**config.mk**
```make
export PLATFORM = sky130hd
export DESIGN_NAME = sau_top
export DESIGN_NICKNAME = d
export VERILOG_FILES = /design/src/common/sau_pkg.sv /design/src/design/sau_stack_ptr.sv /design/src/design/sau_area_calc.sv /design/src/design/sau_top.sv
export SDC_FILE = /design/constraint.sdc
export NUM_CORES = 1
export LEC_CHECK = 0
export BUFFER_PORTS_ARGS = -buffer_cell sky130_fd_sc_hd__buf_2
export CAP_MARGIN = 20
export CORE_ASPECT_RATIO = 1.1
export CORE_MARGIN = 2
export CORE_UTILIZATION = 25
export CTS_BUF_LIST = sky130_fd_sc_hd__clkbuf_8
export DETAILED_ROUTE_END_ITERATION = 6
export PLACE_DENSITY = 0.47
export SYNTH_ARGS = -nofsm -noshare
export SYNTH_HDL_FRONTEND = slang
export SYNTH_SLANG_ARGS = --single-unit
```
**constraint.sdc**
```tcl
create_clock -name clk_sys_i -period 6.3 [get_ports clk_sys_i]
set_input_delay 0 -clock clk_sys_i [delete_from_list [all_inputs] [get_ports clk_sys_i]]
set_output_delay 0 -clock clk_sys_i [all_outputs]
set_load 0.02 [all_outputs]
```
**src/common/sau_pkg.sv**
```systemverilog
/*
 * Shared constants and types for the stack and operand address unit.
 * Assumes a single core clock and a 9-bit wide internal data RAM.
 */
package sau_pkg;

  // ---------------------------------------------------------------
  // Register map and memory areas
  // ---------------------------------------------------------------
  localparam logic [15:0] SP_LOW_ADDR  = 16'hFE0A;
  localparam logic [15:0] SP_HIGH_ADDR = 16'hFE0B;
  localparam logic [15:0] SP_RST       = 16'h0000;
  localparam logic [15:0] SP_STEP      = 16'h0001;
  localparam logic [15:0] RAM_TOP      = 16'hFDFF;
  localparam logic [7:0]  SFR_PAGE     = 8'hFE;
  localparam logic [7:0]  RAM_PAGE0    = 8'h00;
  localparam logic [7:0]  BLANK_BYTE   = 8'hFF;
  localparam logic [7:0]  RD_ZERO      = 8'h00;
  localparam logic [16:0] ROM_STEP     = 17'h0_0001;

  // ---------------------------------------------------------------
  // Operations and address modes
  // ---------------------------------------------------------------
  typedef enum logic [2:0] {
    OP_PUSH    = 3'b000,
    OP_POP     = 3'b001,
    OP_CALL    = 3'b010,
    OP_RET     = 3'b011,
    OP_OPERAND = 3'b100,
    OP_TABLE   = 3'b101,
    OP_EXT     = 3'b110
  } sau_op_t;

  typedef enum logic [2:0] {
    MD_IMM8     = 3'b000,
    MD_IMM16    = 3'b001,
    MD_PTR      = 3'b010,
    MD_PTR_C    = 3'b011,
    MD_OFF      = 3'b100,
    MD_DIRECT   = 3'b101,
    MD_DIRECT_L = 3'b110
  } sau_mode_t;

  // ---------------------------------------------------------------
  // Carriers
  // ---------------------------------------------------------------
  typedef struct packed {
    sau_op_t    op;
    sau_mode_t  mode;
    logic [5:0] ptr_idx;
    logic [6:0] off7;
    logic [15:0] opnd;
    logic [8:0] push_data;
    logic [16:0] pc;
    logic       bank;
  } sau_req_t;

  typedef struct packed {
    logic [7:0] breg;
    logic [7:0] creg;
    logic       tbl_bank;
  } sau_core_t;

  typedef struct packed {
    logic        re;
    logic        we;
    logic [15:0] addr;
    logic [8:0]  wdata;
  } sau_mem_t;

  typedef struct packed {
    logic [23:0] addr;
    logic        blank;
    logic [15:0] imm;
    logic [8:0]  data;
    logic [16:0] ret_pc;
    logic        ret_bank;
    logic [7:0]  tbl_acc;
    logic [7:0]  tbl_b;
  } sau_res_t;

endpackage : sau_pkg

```
**src/design/sau_stack_ptr.sv**
```systemverilog
/*
 * Stack pointer register pair with its data-space write port.
 * Assumes the sequencer never steps the pointer and writes it at once.
 */
module sau_stack_ptr (
  input  wire logic        clk_sys_i,
  input  wire logic        rstn_i,
  input  wire logic        inc_i,
  input  wire logic        dec_i,
  input  wire logic        sfr_we_i,
  input  wire logic [15:0] sfr_addr_i,
  input  wire logic [7:0]  sfr_wdata_i,
  output logic      [15:0] sp_o
);

  // ---------------------------------------------------------------
  // Decode
  // ---------------------------------------------------------------
  wire logic wr_lo = sfr_we_i && (sfr_addr_i == sau_pkg::SP_LOW_ADDR);
  wire logic wr_hi = sfr_we_i && (sfr_addr_i == sau_pkg::SP_HIGH_ADDR);
  wire logic [15:0] sp_nxt = inc_i ? sp_o + sau_pkg::SP_STEP :
                             dec_i ? sp_o - sau_pkg::SP_STEP :
                             {wr_hi ? sfr_wdata_i : sp_o[15:8],
                              wr_lo ? sfr_wdata_i : sp_o[7:0]};

  // Pointer register, cleared on reset
  always_ff @(posedge clk_sys_i) begin
    if (!rstn_i) sp_o <= sau_pkg::SP_RST;
    else sp_o <= sp_nxt;
  end

  AST_SP_RESET: assert property (@(posedge clk_sys_i)
    $past(!rstn_i) && rstn_i |-> sp_o == sau_pkg::SP_RST)
    else $error("stack pointer not zero after reset");

endmodule : sau_stack_ptr

```
**src/design/sau_area_calc.sv**
```systemverilog
/*
 * Base plus signed offset; register pages wrap in their page, RAM overruns are flagged blank.
 * Purely combinational; the caller registers the result.
 */
module sau_area_calc (
  input  wire logic [15:0] base_i,
  input  wire logic [7:0]  off_i,
  output logic      [15:0] sum_o,
  output logic      [15:0] addr_o,
  output logic             blank_o
);

  // ---------------------------------------------------------------
  // Area confinement
  // ---------------------------------------------------------------
  wire logic base_ram = base_i <= sau_pkg::RAM_TOP;
  assign sum_o   = base_i + {{8{off_i[7]}}, off_i};
  // Leaving general RAM reads as blank; negatives wrap above it
  assign blank_o = base_ram && (sum_o > sau_pkg::RAM_TOP);
  // Register and reserved pages wrap within their own 256 bytes
  assign addr_o  = base_ram ? sum_o : {base_i[15:8], sum_o[7:0]};

endmodule : sau_area_calc

```
**src/design/sau_top.sv**
```systemverilog
/*
 * Stack and operand address unit: stack pointer, return-address
 * save and restore, and operand, table and external addresses.
 * Assumes a synchronous data RAM and program ROM whose read data is
 * valid in the cycle after the read strobe is high, and a sequencer
 * that holds a request until it is taken while busy_o is low.
 */
// Function
// - Stack pointer: two bytes at FE0A, FE0B
// - Reset clears the whole stack pointer
// - Increment before save, decrement after restore
// - Stack lives in general RAM; pushes past FDFF are not written, yet the pointer still steps
// - Call pushes bank+low byte, then high
// - Return pops high, then bank+low byte
// - Bank+low at SP+1, high nine at SP+2
// - Sixty-four pointer registers in low RAM
// - Pointer n: low at 2n, high 2n+1
// - Pointer mode uses full pointer contents
// - Pointer plus signed C register
// - Pointer zero plus seven-bit signed offset
// - Operand offsets stay in the base area except RAM overruns (flagged blank) and external addresses
// - RAM overrun reads back FF
// - Register page wraps within its page
// - Byte or word immediate from instruction
// - Direct address, short and long forms
// - Word table read via pointer forms
// - Table pointer widened to seventeen bits
// - Seventeenth bit is high byte's ninth bit
// - Table bank flag picks program bank
// - Bank zero low half, one upper half
// - Accumulator gets first byte, B next
// - External address: B over sixteen bits
module sau_top (
  input  wire logic               clk_sys_i,
  input  wire logic               rstn_i,
  input  wire logic               req_valid_i,
  input  wire sau_pkg::sau_req_t  req_i,
  input  wire sau_pkg::sau_core_t core_i,
  input  wire logic [8:0]         mem_rdata_i,
  input  wire logic [7:0]         rom_rdata_i,
  input  wire logic               sfr_we_i,
  input  wire logic [15:0]        sfr_addr_i,
  input  wire logic [7:0]         sfr_wdata_i,
  output sau_pkg::sau_mem_t       mem_o,
  output logic                    rom_re_o,
  output logic [17:0]             rom_addr_o,
  output logic [7:0]              sfr_rdata_o,
  output logic                    sfr_hit_o,
  output sau_pkg::sau_res_t       res_o,
  output logic                    busy_o,
  output logic                    done_o,
  output logic                    stack_err_o
);

  // ---------------------------------------------------------------
  // State encoding
  // ---------------------------------------------------------------
  typedef enum logic [3:0] {
    S_IDLE  = 4'b0000,
    S_POP1  = 4'b0001,
    S_POP2  = 4'b0010,
    S_CALL2 = 4'b0011,
    S_RET1  = 4'b0100,
    S_RET2  = 4'b0101,
    S_RET3  = 4'b0110,
    S_PTR1  = 4'b0111,
    S_PTR2  = 4'b1000,
    S_PTR3  = 4'b1001,
    S_CALC  = 4'b1010,
    S_ROM1  = 4'b1011,
    S_ROM2  = 4'b1100,
    S_ROM3  = 4'b1101
  } sau_state_t;

  sau_state_t         state_r;
  sau_pkg::sau_req_t  req_r;
  sau_pkg::sau_core_t core_r;
  logic [15:0]        ptr_r;
  logic               ptr_n9_r;
  logic [15:0]        sp;

  // ---------------------------------------------------------------
  // Request decode
  // ---------------------------------------------------------------
  wire logic take     = (state_r == S_IDLE) && req_valid_i;
  wire logic take_psh = take && (req_i.op == sau_pkg::OP_PUSH);
  wire logic take_pop = take && (req_i.op == sau_pkg::OP_POP);
  wire logic take_cal = take && (req_i.op == sau_pkg::OP_CALL);
  wire logic take_ret = take && (req_i.op == sau_pkg::OP_RET);
  wire logic mode_ptr = (req_i.mode == sau_pkg::MD_PTR) ||
                        (req_i.mode == sau_pkg::MD_PTR_C) ||
                        (req_i.mode == sau_pkg::MD_OFF);
  wire logic take_ptr = take && mode_ptr &&
                        ((req_i.op == sau_pkg::OP_OPERAND) ||
                         (req_i.op == sau_pkg::OP_TABLE) ||
                         (req_i.op == sau_pkg::OP_EXT));
  wire logic take_now = take && !mode_ptr &&
                        (req_i.op == sau_pkg::OP_OPERAND);
  // Short-offset mode always works from pointer zero
  wire logic [5:0] idx = (req_i.mode == sau_pkg::MD_OFF) ?
                         6'h00 : req_i.ptr_idx;
  wire logic [15:0] ptr_lo_a = {9'h000, idx, 1'b0};
  wire logic [15:0] ptr_hi_a = {9'h000, req_r.ptr_idx, 1'b1} &
                               {15'h7FFF & {15{req_r.mode !=
                               sau_pkg::MD_OFF}}, 1'b1};

  // ---------------------------------------------------------------
  // Stack addresses
  // ---------------------------------------------------------------
  wire logic [15:0] sp_p1 = sp + sau_pkg::SP_STEP;
  wire logic [15:0] sp_m1 = sp - sau_pkg::SP_STEP;
  wire logic sp_inc = take_psh || take_cal || (state_r == S_CALL2);
  wire logic sp_dec = (state_r == S_POP2) || (state_r == S_RET2) ||
                      (state_r == S_RET3);
  wire logic push_bad = sp_p1 > sau_pkg::RAM_TOP;
  wire logic pop_bad  = sp > sau_pkg::RAM_TOP;

  // ---------------------------------------------------------------
  // Direct and immediate operands
  // ---------------------------------------------------------------
  wire logic [15:0] dir_a = (req_i.mode == sau_pkg::MD_DIRECT_L) ?
      req_i.opnd :
      {req_i.opnd[8] ? sau_pkg::SFR_PAGE : sau_pkg::RAM_PAGE0,
       req_i.opnd[7:0]};
  wire logic [15:0] imm_v = (req_i.mode == sau_pkg::MD_IMM8) ?
      {sau_pkg::RD_ZERO, req_i.opnd[7:0]} : req_i.opnd;

  // ---------------------------------------------------------------
  // Offset selection and area arithmetic
  // ---------------------------------------------------------------
  wire logic [7:0] off8 =
      (req_r.mode == sau_pkg::MD_PTR_C) ? core_r.creg :
      (req_r.mode == sau_pkg::MD_OFF) ?
      {req_r.off7[6], req_r.off7} : sau_pkg::RD_ZERO;
  logic [15:0] sum_a;
  logic [15:0] conf_a;
  logic        blank;

  sau_area_calc u_area (
    .base_i  (ptr_r),
    .off_i   (off8),
    .sum_o   (sum_a),
    .addr_o  (conf_a),
    .blank_o (blank)
  );

  // Table address: ninth bit on top, then bank flag above
  wire logic [16:0] tbl_a = {ptr_n9_r, ptr_r} +
                            {{9{off8[7]}}, off8};
  wire logic [17:0] rom_a = {core_r.tbl_bank, tbl_a};

  // ---------------------------------------------------------------
  // Stack pointer
  // ---------------------------------------------------------------
  sau_stack_ptr u_sp (
    .clk_sys_i   (clk_sys_i),
    .rstn_i      (rstn_i),
    .inc_i       (sp_inc),
    .dec_i       (sp_dec),
    .sfr_we_i    (sfr_we_i),
    .sfr_addr_i  (sfr_addr_i),
    .sfr_wdata_i (sfr_wdata_i),
    .sp_o        (sp)
  );

  // Stack pointer bytes read back in the data space
  wire logic rd_lo = sfr_addr_i == sau_pkg::SP_LOW_ADDR;
  wire logic rd_hi = sfr_addr_i == sau_pkg::SP_HIGH_ADDR;
  wire logic [7:0] sfr_rd = rd_lo ? sp[7:0] :
                            rd_hi ? sp[15:8] : sau_pkg::RD_ZERO;

  always_ff @(posedge clk_sys_i) begin
    if (!rstn_i) begin
      sfr_rdata_o <= sau_pkg::RD_ZERO;
      sfr_hit_o   <= 1'b0;
    end else begin
      sfr_rdata_o <= sfr_rd;
      sfr_hit_o   <= rd_lo || rd_hi;
    end
  end

  // ---------------------------------------------------------------
  // Sequencer
  // ---------------------------------------------------------------
  always_ff @(posedge clk_sys_i) begin
    if (!rstn_i) begin
      state_r     <= S_IDLE;
      req_r       <= '0;
      core_r      <= '0;
      ptr_r       <= '0;
      ptr_n9_r    <= 1'b0;
      mem_o       <= '0;
      rom_re_o    <= 1'b0;
      rom_addr_o  <= '0;
      res_o       <= '0;
      busy_o      <= 1'b0;
      done_o      <= 1'b0;
      stack_err_o <= 1'b0;
    end else begin
      mem_o.we    <= 1'b0;
      done_o      <= 1'b0;
      stack_err_o <= 1'b0;
      unique case (state_r)
        S_IDLE: if (take) begin
          req_r  <= req_i;
          core_r <= core_i;
          if (take_psh) begin
            mem_o.we    <= !push_bad;
            mem_o.addr  <= sp_p1;
            mem_o.wdata <= req_i.push_data;
            stack_err_o <= push_bad;
            done_o      <= 1'b1;
          end else if (take_cal) begin
            mem_o.we    <= !push_bad;
            mem_o.addr  <= sp_p1;
            mem_o.wdata <= {req_i.bank, req_i.pc[7:0]};
            stack_err_o <= push_bad;
            busy_o      <= 1'b1;
            state_r     <= S_CALL2;
          end else if (take_pop || take_ret) begin
            mem_o.re    <= 1'b1;
            mem_o.addr  <= sp;
            stack_err_o <= pop_bad;
            busy_o      <= 1'b1;
            state_r     <= take_pop ? S_POP1 : S_RET1;
          end else if (take_ptr) begin
            mem_o.re   <= 1'b1;
            mem_o.addr <= ptr_lo_a;
            busy_o     <= 1'b1;
            state_r    <= S_PTR1;
          end else if (take_now) begin
            res_o.imm   <= imm_v;
            res_o.addr  <= {sau_pkg::RD_ZERO, dir_a};
            res_o.blank <= 1'b0;
            done_o      <= 1'b1;
          end
        end
        S_CALL2: begin
          mem_o.we    <= !push_bad;
          mem_o.addr  <= sp_p1;
          mem_o.wdata <= req_r.pc[16:8];
          stack_err_o <= push_bad;
          busy_o      <= 1'b0;
          done_o      <= 1'b1;
          state_r     <= S_IDLE;
        end
        S_POP1: begin
          mem_o.re <= 1'b0;
          state_r  <= S_POP2;
        end
        S_POP2: begin
          res_o.data <= mem_rdata_i;
          busy_o     <= 1'b0;
          done_o     <= 1'b1;
          state_r    <= S_IDLE;
        end
        S_RET1: begin
          mem_o.addr <= sp_m1;
          state_r    <= S_RET2;
        end
        S_RET2: begin
          mem_o.re            <= 1'b0;
          res_o.ret_pc[16:8]  <= mem_rdata_i;
          state_r             <= S_RET3;
        end
        S_RET3: begin
          res_o.ret_pc[7:0] <= mem_rdata_i[7:0];
          res_o.ret_bank    <= mem_rdata_i[8];
          busy_o            <= 1'b0;
          done_o            <= 1'b1;
          state_r           <= S_IDLE;
        end
        S_PTR1: begin
          mem_o.addr <= ptr_hi_a;
          state_r    <= S_PTR2;
        end
        S_PTR2: begin
          mem_o.re   <= 1'b0;
          ptr_r[7:0] <= mem_rdata_i[7:0];
          state_r    <= S_PTR3;
        end
        S_PTR3: begin
          ptr_r[15:8] <= mem_rdata_i[7:0];
          ptr_n9_r    <= mem_rdata_i[8];
          state_r     <= S_CALC;
        end
        S_CALC: begin
          if (req_r.op == sau_pkg::OP_TABLE) begin
            rom_re_o   <= 1'b1;
            rom_addr_o <= rom_a;
            state_r    <= S_ROM1;
          end else begin
            res_o.addr  <= (req_r.op == sau_pkg::OP_EXT) ?
                           {core_r.breg, sum_a} :
                           {sau_pkg::RD_ZERO, conf_a};
            res_o.blank <= (req_r.op != sau_pkg::OP_EXT) && blank;
            busy_o      <= 1'b0;
            done_o      <= 1'b1;
            state_r     <= S_IDLE;
          end
        end
        S_ROM1: begin
          rom_addr_o[16:0] <= rom_addr_o[16:0] + sau_pkg::ROM_STEP;
          state_r          <= S_ROM2;
        end
        S_ROM2: begin
          rom_re_o      <= 1'b0;
          res_o.tbl_acc <= rom_rdata_i;
          state_r       <= S_ROM3;
        end
        S_ROM3: begin
          res_o.tbl_b <= rom_rdata_i;
          busy_o      <= 1'b0;
          done_o      <= 1'b1;
          state_r     <= S_IDLE;
        end
        default: state_r <= S_IDLE;
      endcase
    end
  end

  // ---------------------------------------------------------------
  // Checks
  // ---------------------------------------------------------------
  AST_PUSH_PRE_INC: assert property (@(posedge clk_sys_i)
    disable iff (!rstn_i)
    take_psh && !push_bad |=> mem_o.we && sp == $past(sp) + 16'h0001
      && mem_o.addr == sp)
    else $error("push did not step pointer before write");

  AST_RET_POST_DEC: assert property (@(posedge clk_sys_i)
    disable iff (!rstn_i)
    take_ret |=> ##2 sp == $past(sp, 3) - 16'h0001
      ##1 sp == $past(sp, 4) - 16'h0002 && done_o)
    else $error("return did not step pointer after each read");

  AST_CALL_ORDER: assert property (@(posedge clk_sys_i)
    disable iff (!rstn_i)
    take_cal && !push_bad |=> mem_o.we
      && mem_o.wdata == {$past(req_i.bank), $past(req_i.pc[7:0])}
      ##1 mem_o.wdata == req_r.pc[16:8] && mem_o.addr == sp)
    else $error("call bytes out of order");

  AST_CALL_SLOTS: assert property (@(posedge clk_sys_i)
    disable iff (!rstn_i)
    take_cal |=> mem_o.addr == $past(sp) + 16'h0001
      ##1 mem_o.addr == $past(sp, 2) + 16'h0002)
    else $error("call slots not at pointer plus one and two");

  AST_PTR_FETCH: assert property (@(posedge clk_sys_i)
    disable iff (!rstn_i)
    take_ptr |=> mem_o.re && mem_o.addr == {9'h000, $past(idx), 1'b0}
      ##1 mem_o.re && mem_o.addr[0])
    else $error("pointer bytes fetched from wrong addresses");

  AST_RAM_BLANK: assert property (@(posedge clk_sys_i)
    disable iff (!rstn_i)
    state_r == S_CALC && req_r.op == sau_pkg::OP_OPERAND
      && ptr_r <= sau_pkg::RAM_TOP && sum_a > sau_pkg::RAM_TOP
      |=> res_o.blank && done_o)
    else $error("RAM overrun not blanked");

  AST_SFR_WRAP: assert property (@(posedge clk_sys_i)
    disable iff (!rstn_i)
    state_r == S_CALC && req_r.op == sau_pkg::OP_OPERAND
      && ptr_r[15:8] == sau_pkg::SFR_PAGE
      |=> res_o.addr[15:8] == sau_pkg::SFR_PAGE && !res_o.blank)
    else $error("register page access left its page");

  AST_TBL_PAIR: assert property (@(posedge clk_sys_i)
    disable iff (!rstn_i)
    state_r == S_ROM1 |=> rom_re_o
      && rom_addr_o[16:0] == $past(rom_addr_o[16:0]) + 17'h0_0001
      && rom_addr_o[17] == $past(rom_addr_o[17]))
    else $error("table second byte not at next address");

  AST_TBL_BANK: assert property (@(posedge clk_sys_i)
    disable iff (!rstn_i)
    state_r == S_CALC && req_r.op == sau_pkg::OP_TABLE
      |=> rom_addr_o[17] == core_r.tbl_bank
      && (req_r.mode != sau_pkg::MD_PTR
          || rom_addr_o[16:0] == {ptr_n9_r, ptr_r}))
    else $error("table bank flag not applied");

  AST_EXT_TOP: assert property (@(posedge clk_sys_i)
    disable iff (!rstn_i)
    state_r == S_CALC && req_r.op == sau_pkg::OP_EXT
      |=> res_o.addr[23:16] == core_r.breg && done_o)
    else $error("external address top byte not from B");

endmodule : sau_top

```
Word-level counts from Yosys, hierarchy flattened. Cells that the tools add are included.

Flip-flop bits (word level): 232. Input bits: 124. Output and inout bits: 142.

$add $sub $neg: 5. Order comparisons: 4. Eq/ne operators: 43. Mux-type cells: 67. Bitwise logic cells: 5. Reduce and logical (&&, ||, !) cells: 50.

Operator list (count): 41-bit 2-to-1 mux (6); 16-bit 2-to-1 mux (8); 16-bit one-hot mux with 4 select lines (1); 8-bit 2-to-1 mux (7); 25-bit one-hot mux with 2 select lines (1); 16-bit > comparator, second input constant (3); 4-bit one-hot mux with 10 select lines (1); 17-bit one-hot mux with 2 select lines (1); 16-bit equality test, second input constant (2); 27-bit 2-to-1 mux (1); 26-bit 2-to-1 mux (1); 25-bit 2-to-1 mux (1); 3-bit equality test, second input constant (8); 4-bit equality test, second input constant (6); 24-bit 2-to-1 mux (1); 4-bit 2-to-1 mux (6); 1-bit 2-to-1 mux (21); 9-bit one-hot mux with 2 select lines (1); 17-bit by 1-bit adder with 17-bit output, second input constant (1); 17-bit adder (1); 17-bit 2-to-1 mux (1); 16-bit by 1-bit adder with 16-bit output, second input constant (1); 16-bit adder (1); 7-bit by 16-bit bitwise AND with 16-bit output (1); other kinds (33) (92).

Logic depth before layout (Yosys ltp).
Word-level depth: 13. Mapped depth: 13. Depth with buffers taken out: 13.

Hierarchy. From an unflattened synthesis, not the netlist that was laid out.

Cell total of the unflattened synthesis: 1662. Area total of the unflattened synthesis: 13381.6 um^2.

By module, submodules not included: sau_top (instances 1, cells an instance 1328, area an instance 10836.6 um^2); sau_stack_ptr (instances 1, cells an instance 215, area an instance 1622.8 um^2); sau_area_calc (instances 1, cells an instance 119, area an instance 922.1 um^2).

Least setup slack after synthesis. OpenSTA, ideal clock, no wires.

Path kind: reg2reg. Start point: register req_r[58] in the netlist's numbering. End point: register res_o[59] in the netlist's numbering. Library setup time: 0.069 ns. Arrival time: 3.423 ns. Slack: 2.808 ns. Stages on the path, launching flop included: 13. Buffers on the path: 0. Clock period less this slack: 3.492 ns. Cells stage by stage: dfxtp_1 -> nor3b_1 -> a22o_1 -> ha_1 -> inv_1 -> fa_1 -> nand2b_1 -> a21o_1 -> a21o_1 -> and3b_1 -> or4_1 -> or4_1 -> o21ai_1.

Word-level cells in the longest chain between the ends: 9. Elaborated cells on any way between the ends: 10. Those cells by class: add/sub (1); order compare (1); eq/ne (2); mux (4); reduce/logical (2).

Ends and longest elaborated chain: from (decl) (RTL line sau_top.sv:76) `sau_pkg::sau_req_t req_r;`; from (signal assigned) (RTL line sau_top.sv:205) `req_r <= req_i;`; 3-bit equality test (RTL line sau_top.sv:133) `(req_r.mode == sau_pkg::MD_OFF) ?`; 8-bit 2-to-1 mux (RTL line sau_top.sv:133); 8-bit 2-to-1 mux * (RTL line sau_top.sv:132) `(req_r.mode == sau_pkg::MD_PTR_C) ? core_r.creg :`; 16-bit adder * (RTL line sau_area_calc.sv:17) `assign sum_o = base_i + {{8{off_i[7]}}, off_i};`; 16-bit > comparator * (RTL line sau_area_calc.sv:19) `assign blank_o = base_ram && (sum_o > sau_pkg::RAM_TOP);`; 1-bit logical AND * (RTL line sau_area_calc.sv:19); 1-bit logical AND * (RTL line sau_top.sv:296) `res_o.blank <= (req_r.op != sau_pkg::OP_EXT) && blank;`; 25-bit 2-to-1 mux * (RTL line sau_top.sv:288) `if (req_r.op == sau_pkg::OP_TABLE) begin`; 25-bit one-hot mux with 2 select lines * (RTL line sau_top.sv:203) `unique case (state_r)`; to (decl) (RTL line sau_top.sv:49) `output sau_pkg::sau_res_t res_o,`.

Mark *: on every way between the ends. The rest lies on a longest branch, timed or not. The select of a mux whose other input is x is not followed. A chain may end at the register's enable or synchronous reset.

Worst setup path after layout.
Start point: register state_r[0]. End point: register res_o[65] in the netlist's numbering.

Word-level cells in the longest chain between the ends: 6. Elaborated cells on any way between the ends: 22. Those cells by class: eq/ne (8); mux (1); reduce/logical (13).

Ends and longest elaborated chain: from (decl) (RTL line sau_top.sv:75) `sau_state_t state_r;`; from (signal assigned) (RTL line sau_top.sv:225) `state_r <= take_pop ? S_POP1 : S_RET1;`; 4-bit zero test (RTL line sau_top.sv:85, sau_top.sv:203); 1-bit logical AND (RTL line sau_top.sv:85) `wire logic take = (state_r == S_IDLE) && req_valid_i;`; 1-bit logical AND, on equally long branches; 1-bit logical OR (tied with other cells) (RTL line sau_top.sv:220) `end else if (take_pop || take_ret) begin`; 2-bit != test (no line); 8-bit AND reduction (no line).

Several ways; a longest one is shown, not always the timed one.

==> flow_summary_export.csv <==
group,metric,value,unit
synthesis,ys_async_sr_fraction,0,%
detailed_routing,drtAntennaViolNets,0,
min_path,hold_end,"u_sp.sp_o[1]",
worst_setup_path,path_class,"register to register",
sta,fin_worst_skew,0.0401,ns
floorplan,core,43400,um^2
global_route,grtUsageTotal,18.3,%
sta,hold_violations,0,
synthesis,synth.avg_cell_area,7.62,um^2
synthesis,synthMuxAreaShare,1.09,%
sta,whs,0.125,ns
worst_setup_path,start_kind,"register",
synthesis,netlist_instances,1445,
detailed_routing,drt_iter0_markers,914,
worst_setup_path,critPathMaxFanout,58,
sta,finalSetupTns,0,ns
clock_tree,clk_pin_slew,0.06,ns
detailed_routing,dr.pass1.iters,7,
synthesis,ys_warn_count,0,
synthesis,syn_nets,1591,
flow_run,cap_violations,0,
synthesis,synth_xor_area_share,2.62,%
synthesis,ys.flop_type,"dfxtp_1",
sta,setup_viol,0,
outcome,status,"completed",
clock_tree,post_cts_buffers,0,
floorplan,row_count,80,
floorplan,die_area,45700,um^2
final_layout,stdcell_count,2397,
synthesis,synth_cell_type_count,68,
detailed_routing,wl,43.4,mm
power_and_ir_drop,leakagePower,6.01,nW
min_path,hp-class,"primary input to register",
global_route,grt_max_degree,106,
worst_setup_path,r2r-end,"res_o[65]",
power_and_ir_drop,finalPower,0.00519,W
clock_tree,cts.htree.levels,2,
worst_setup_path,end_kind,"register",
floorplan,io_pins,266,
worst_setup_path,cp.required,6.77,ns
synthesis,ys_ff_latch,224,
detailed_routing,vias,12000,
global_route,grt_first_pass_wirelength,65.8,mm
placed_design,gp_congestion,0.858,
placed_design,hpwl,30.6,mm
power_and_ir_drop,power_density,349,nW/um^2
clock_tree,cts_buffers,42,
clock_tree,cts_tree,"yes",
clock_tree,clk_path_buf_depth,3,
global_route,grt_antenna_before_repair,4,
synthesis,synth_top_family_by_area,"compound AO/OA/AOI/OAI gates",
synthesis,synthesis.area,11000,um^2
floorplan,die_h,224,um
final_layout,syn_to_final_growth,35.3,%
synthesis,synthSimpleGateAreaFrac,23.9,%
clock_tree,cts.sinks,224,
detailed_routing,vias_per_cell,5.01,
synthesis,synth-edff-count,0,
global_route,grt_pass1_vias,11400,
worst_setup_path,reg2reg_depth,7,
final_layout,drive_above_1_share,19.8,%
clock_tree,cts_resized,0,
sta,max_slew_margin,28.1,%
detailed_routing,wl_per_cell,18.1,um
worst_setup_path,worstPathArrival,4.59,ns
sta,fin_crit_sh,65.4,%
floorplan,start_util,25.4,%
worst_setup_path,r2r_slack,2.18,ns
synthesis,synth_compound_area_share,25.1,%
sta,rsz0062_at_grt,"false",
clock_tree,cts-root-buf,"clkbuf_8",
clock_tree,cts_hold_buf,117,
synthesis,synth_fa_ha_area_share,2.66,%
sta,min_period,4.12,ns
detailed_routing,remaining_drc_errors,0,
final_layout,final_core_util,34.3,%
placed_design,place_inst,2204,
min_path,whs_path_depth,6,
sta,fmax,243,MHz
placed_design,port_buffers,265,
global_route,grt.overflow.total,0,
synthesis,yosysSeqAreaShare,40.7,%
sta,worst_slew_pin_slew,1.07,ns
clock_tree,insertion_delay,0.62,ns
worst_setup_path,r2r-start,"state_r[0]",
sta,slew_violations,0,
floorplan,die-width,204,um
final_layout,final_nets,1939,
power_and_ir_drop,ir_worst_vdd,0.179,mV
min_path,hold_start,"sfr_addr_i[11]",
[cell usage after synthesis, types with 4 or more instances]
cell,count,area share [%]
a2111oi_0,5,0.40
a211oi_1,21,1.4
a21o_1,10,0.68
a21oi_1,198,9.0
a221o_1,4,0.36
a221oi_1,23,1.8
a22o_1,8,0.64
a22oi_1,23,1.6
a31oi_1,15,0.85
and2_1,6,0.34
and3_1,15,0.85
clkbuf_1,90,3.1
dfxtp_1,224,41
ha_1,21,2.4
inv_1,17,0.58
mux2i_1,12,1.1
nand2_1,314,11
nand2b_1,9,0.51
nand3_1,38,1.7
nand4_1,9,0.51
nand4b_1,4,0.32
nor2_1,123,4.2
nor2b_1,10,0.57
nor3_1,29,1.3
nor3b_1,7,0.48
nor4_1,7,0.40
o211ai_1,12,0.82
o21a_1,8,0.55
o21ai_0,63,2.9
o221a_2,5,0.51
o221ai_1,8,0.64
o22ai_1,10,0.57
o32ai_1,4,0.32
or3_1,8,0.45
xnor2_1,15,1.2
xor2_1,18,1.4
[cells by family (layout without fill, tap and decap cells)]
family | after synthesis | count (layout)
AND/OR/NAND/NOR | 596 | 596
adder cells (fa/ha/maj) | 23 | 23
other | 0 | 2
AO/OA/AOI/OAI | 444 | 444
multiplexers | 12 | 12
buffers and inverters | 113 | 489
flip-flops | 224 | 224
XOR/XNOR | 33 | 33
[worst max-delay path by stage]
| stage | cells past startpoint | startpoint | end | slack [ns] |
|---|---|---|---|---|
| detailed placement | 7 | state_r[0] | res_o[59] | 2.21 |
| finish | 7 | state_r[0] | res_o[65] | 2.18 |
| floorplan | 12 | req_r[58] | res_o[59] | 2.81 |
| global route | 7 | state_r[0] | res_o[59] | 1.95 |
| CTS | 7 | state_r[0] | res_o[65] | 2.02 |
| global placement | 7 | state_r[0] | res_o[59] | 2.26 |
[layout by cell type, fill, tap and decap left out, types with 10 or more instances in the layout]
cell type        n
xor2_1          18
ha_1            21
nor2b_1         10
a21oi_1        196
dlygate4sd3_1  117
and3_1          15
a22oi_1         23
a221oi_1        23
buf_2          265
a21o_1          10
nor2_1         123
a31oi_1         15
nand2_1        313
dfxtp_1        224
mux2i_1         12
o22ai_1         10
nand3_1         38
nor3_1          27
buf_4           14
a211oi_1        21
xnor2_1         15
o211ai_1        12
inv_1           29
clkbuf_8        52
o21ai_0         63
[cell type report]
cell class | instances | area (um^2)
Antenna cell | 2 | 5.00
Clock buffer | 52 | 716
Clock inverter | 20 | 121
Fill cell | 4732 | 28500
Inverter | 18 | 72.6
Multi-Input combinational cell | 1108 | 6130
Sequential cell | 224 | 4480
Tap cell | 574 | 718
Timing Repair Buffer | 399 | 2650
[layer usage]
layer,wire length (um),up-vias,track usage (%)
met2,21100,384,30.8
met5,24,-,0
met4,975,4,6.22
li1,-,5849,-
met3,2620,76,3.87
met1,18700,5703,23.2
[registers in the layout, summed over array words and instances, names as in the netlist]
| name | flops |
|---|---|
| busy_o | 1 |
| core_r | 17 |
| done_o | 1 |
| mem_o | 27 |
| ptr_n9_r | 1 |
| ptr_r | 16 |
| req_r | 28 |
| res_o | 84 |
| rom_addr_o | 18 |
| rom_re_o | 1 |
| sfr_hit_o | 1 |
| sfr_rdata_o | 8 |
| stack_err_o | 1 |
| state_r | 4 |
| u_sp.sp_o | 16 |
[where the power goes]
part	switching (W)	internal (W)
Combinational	0.00110	0.000724
Clock	0.000672	0.000784
Sequential	0.000281	0.00163
Total	0.00206	0.00313
[worst max-delay path, cell delays in order (launching register included)]
cell,delay (ns)
dfxtp_1,0.57
nor4_4,0.62
and2_4,0.68
nand4_4,0.51
a21o_1,0.58
a21oi_1,0.34
a21oi_1,0.10
dlygate4sd3_1,0.55
[metrics by stage]
stage,area [um^2],worst slack [ns]
6_report,14900,2.18
3_5_place_dp,12800,2.21
2_1_floorplan,11000,2.81
3_3_place_gp,12800,2.26
5_1_grt,14900,1.95
4_1_cts,14900,2.02
(Power assumes the default switching activity.)
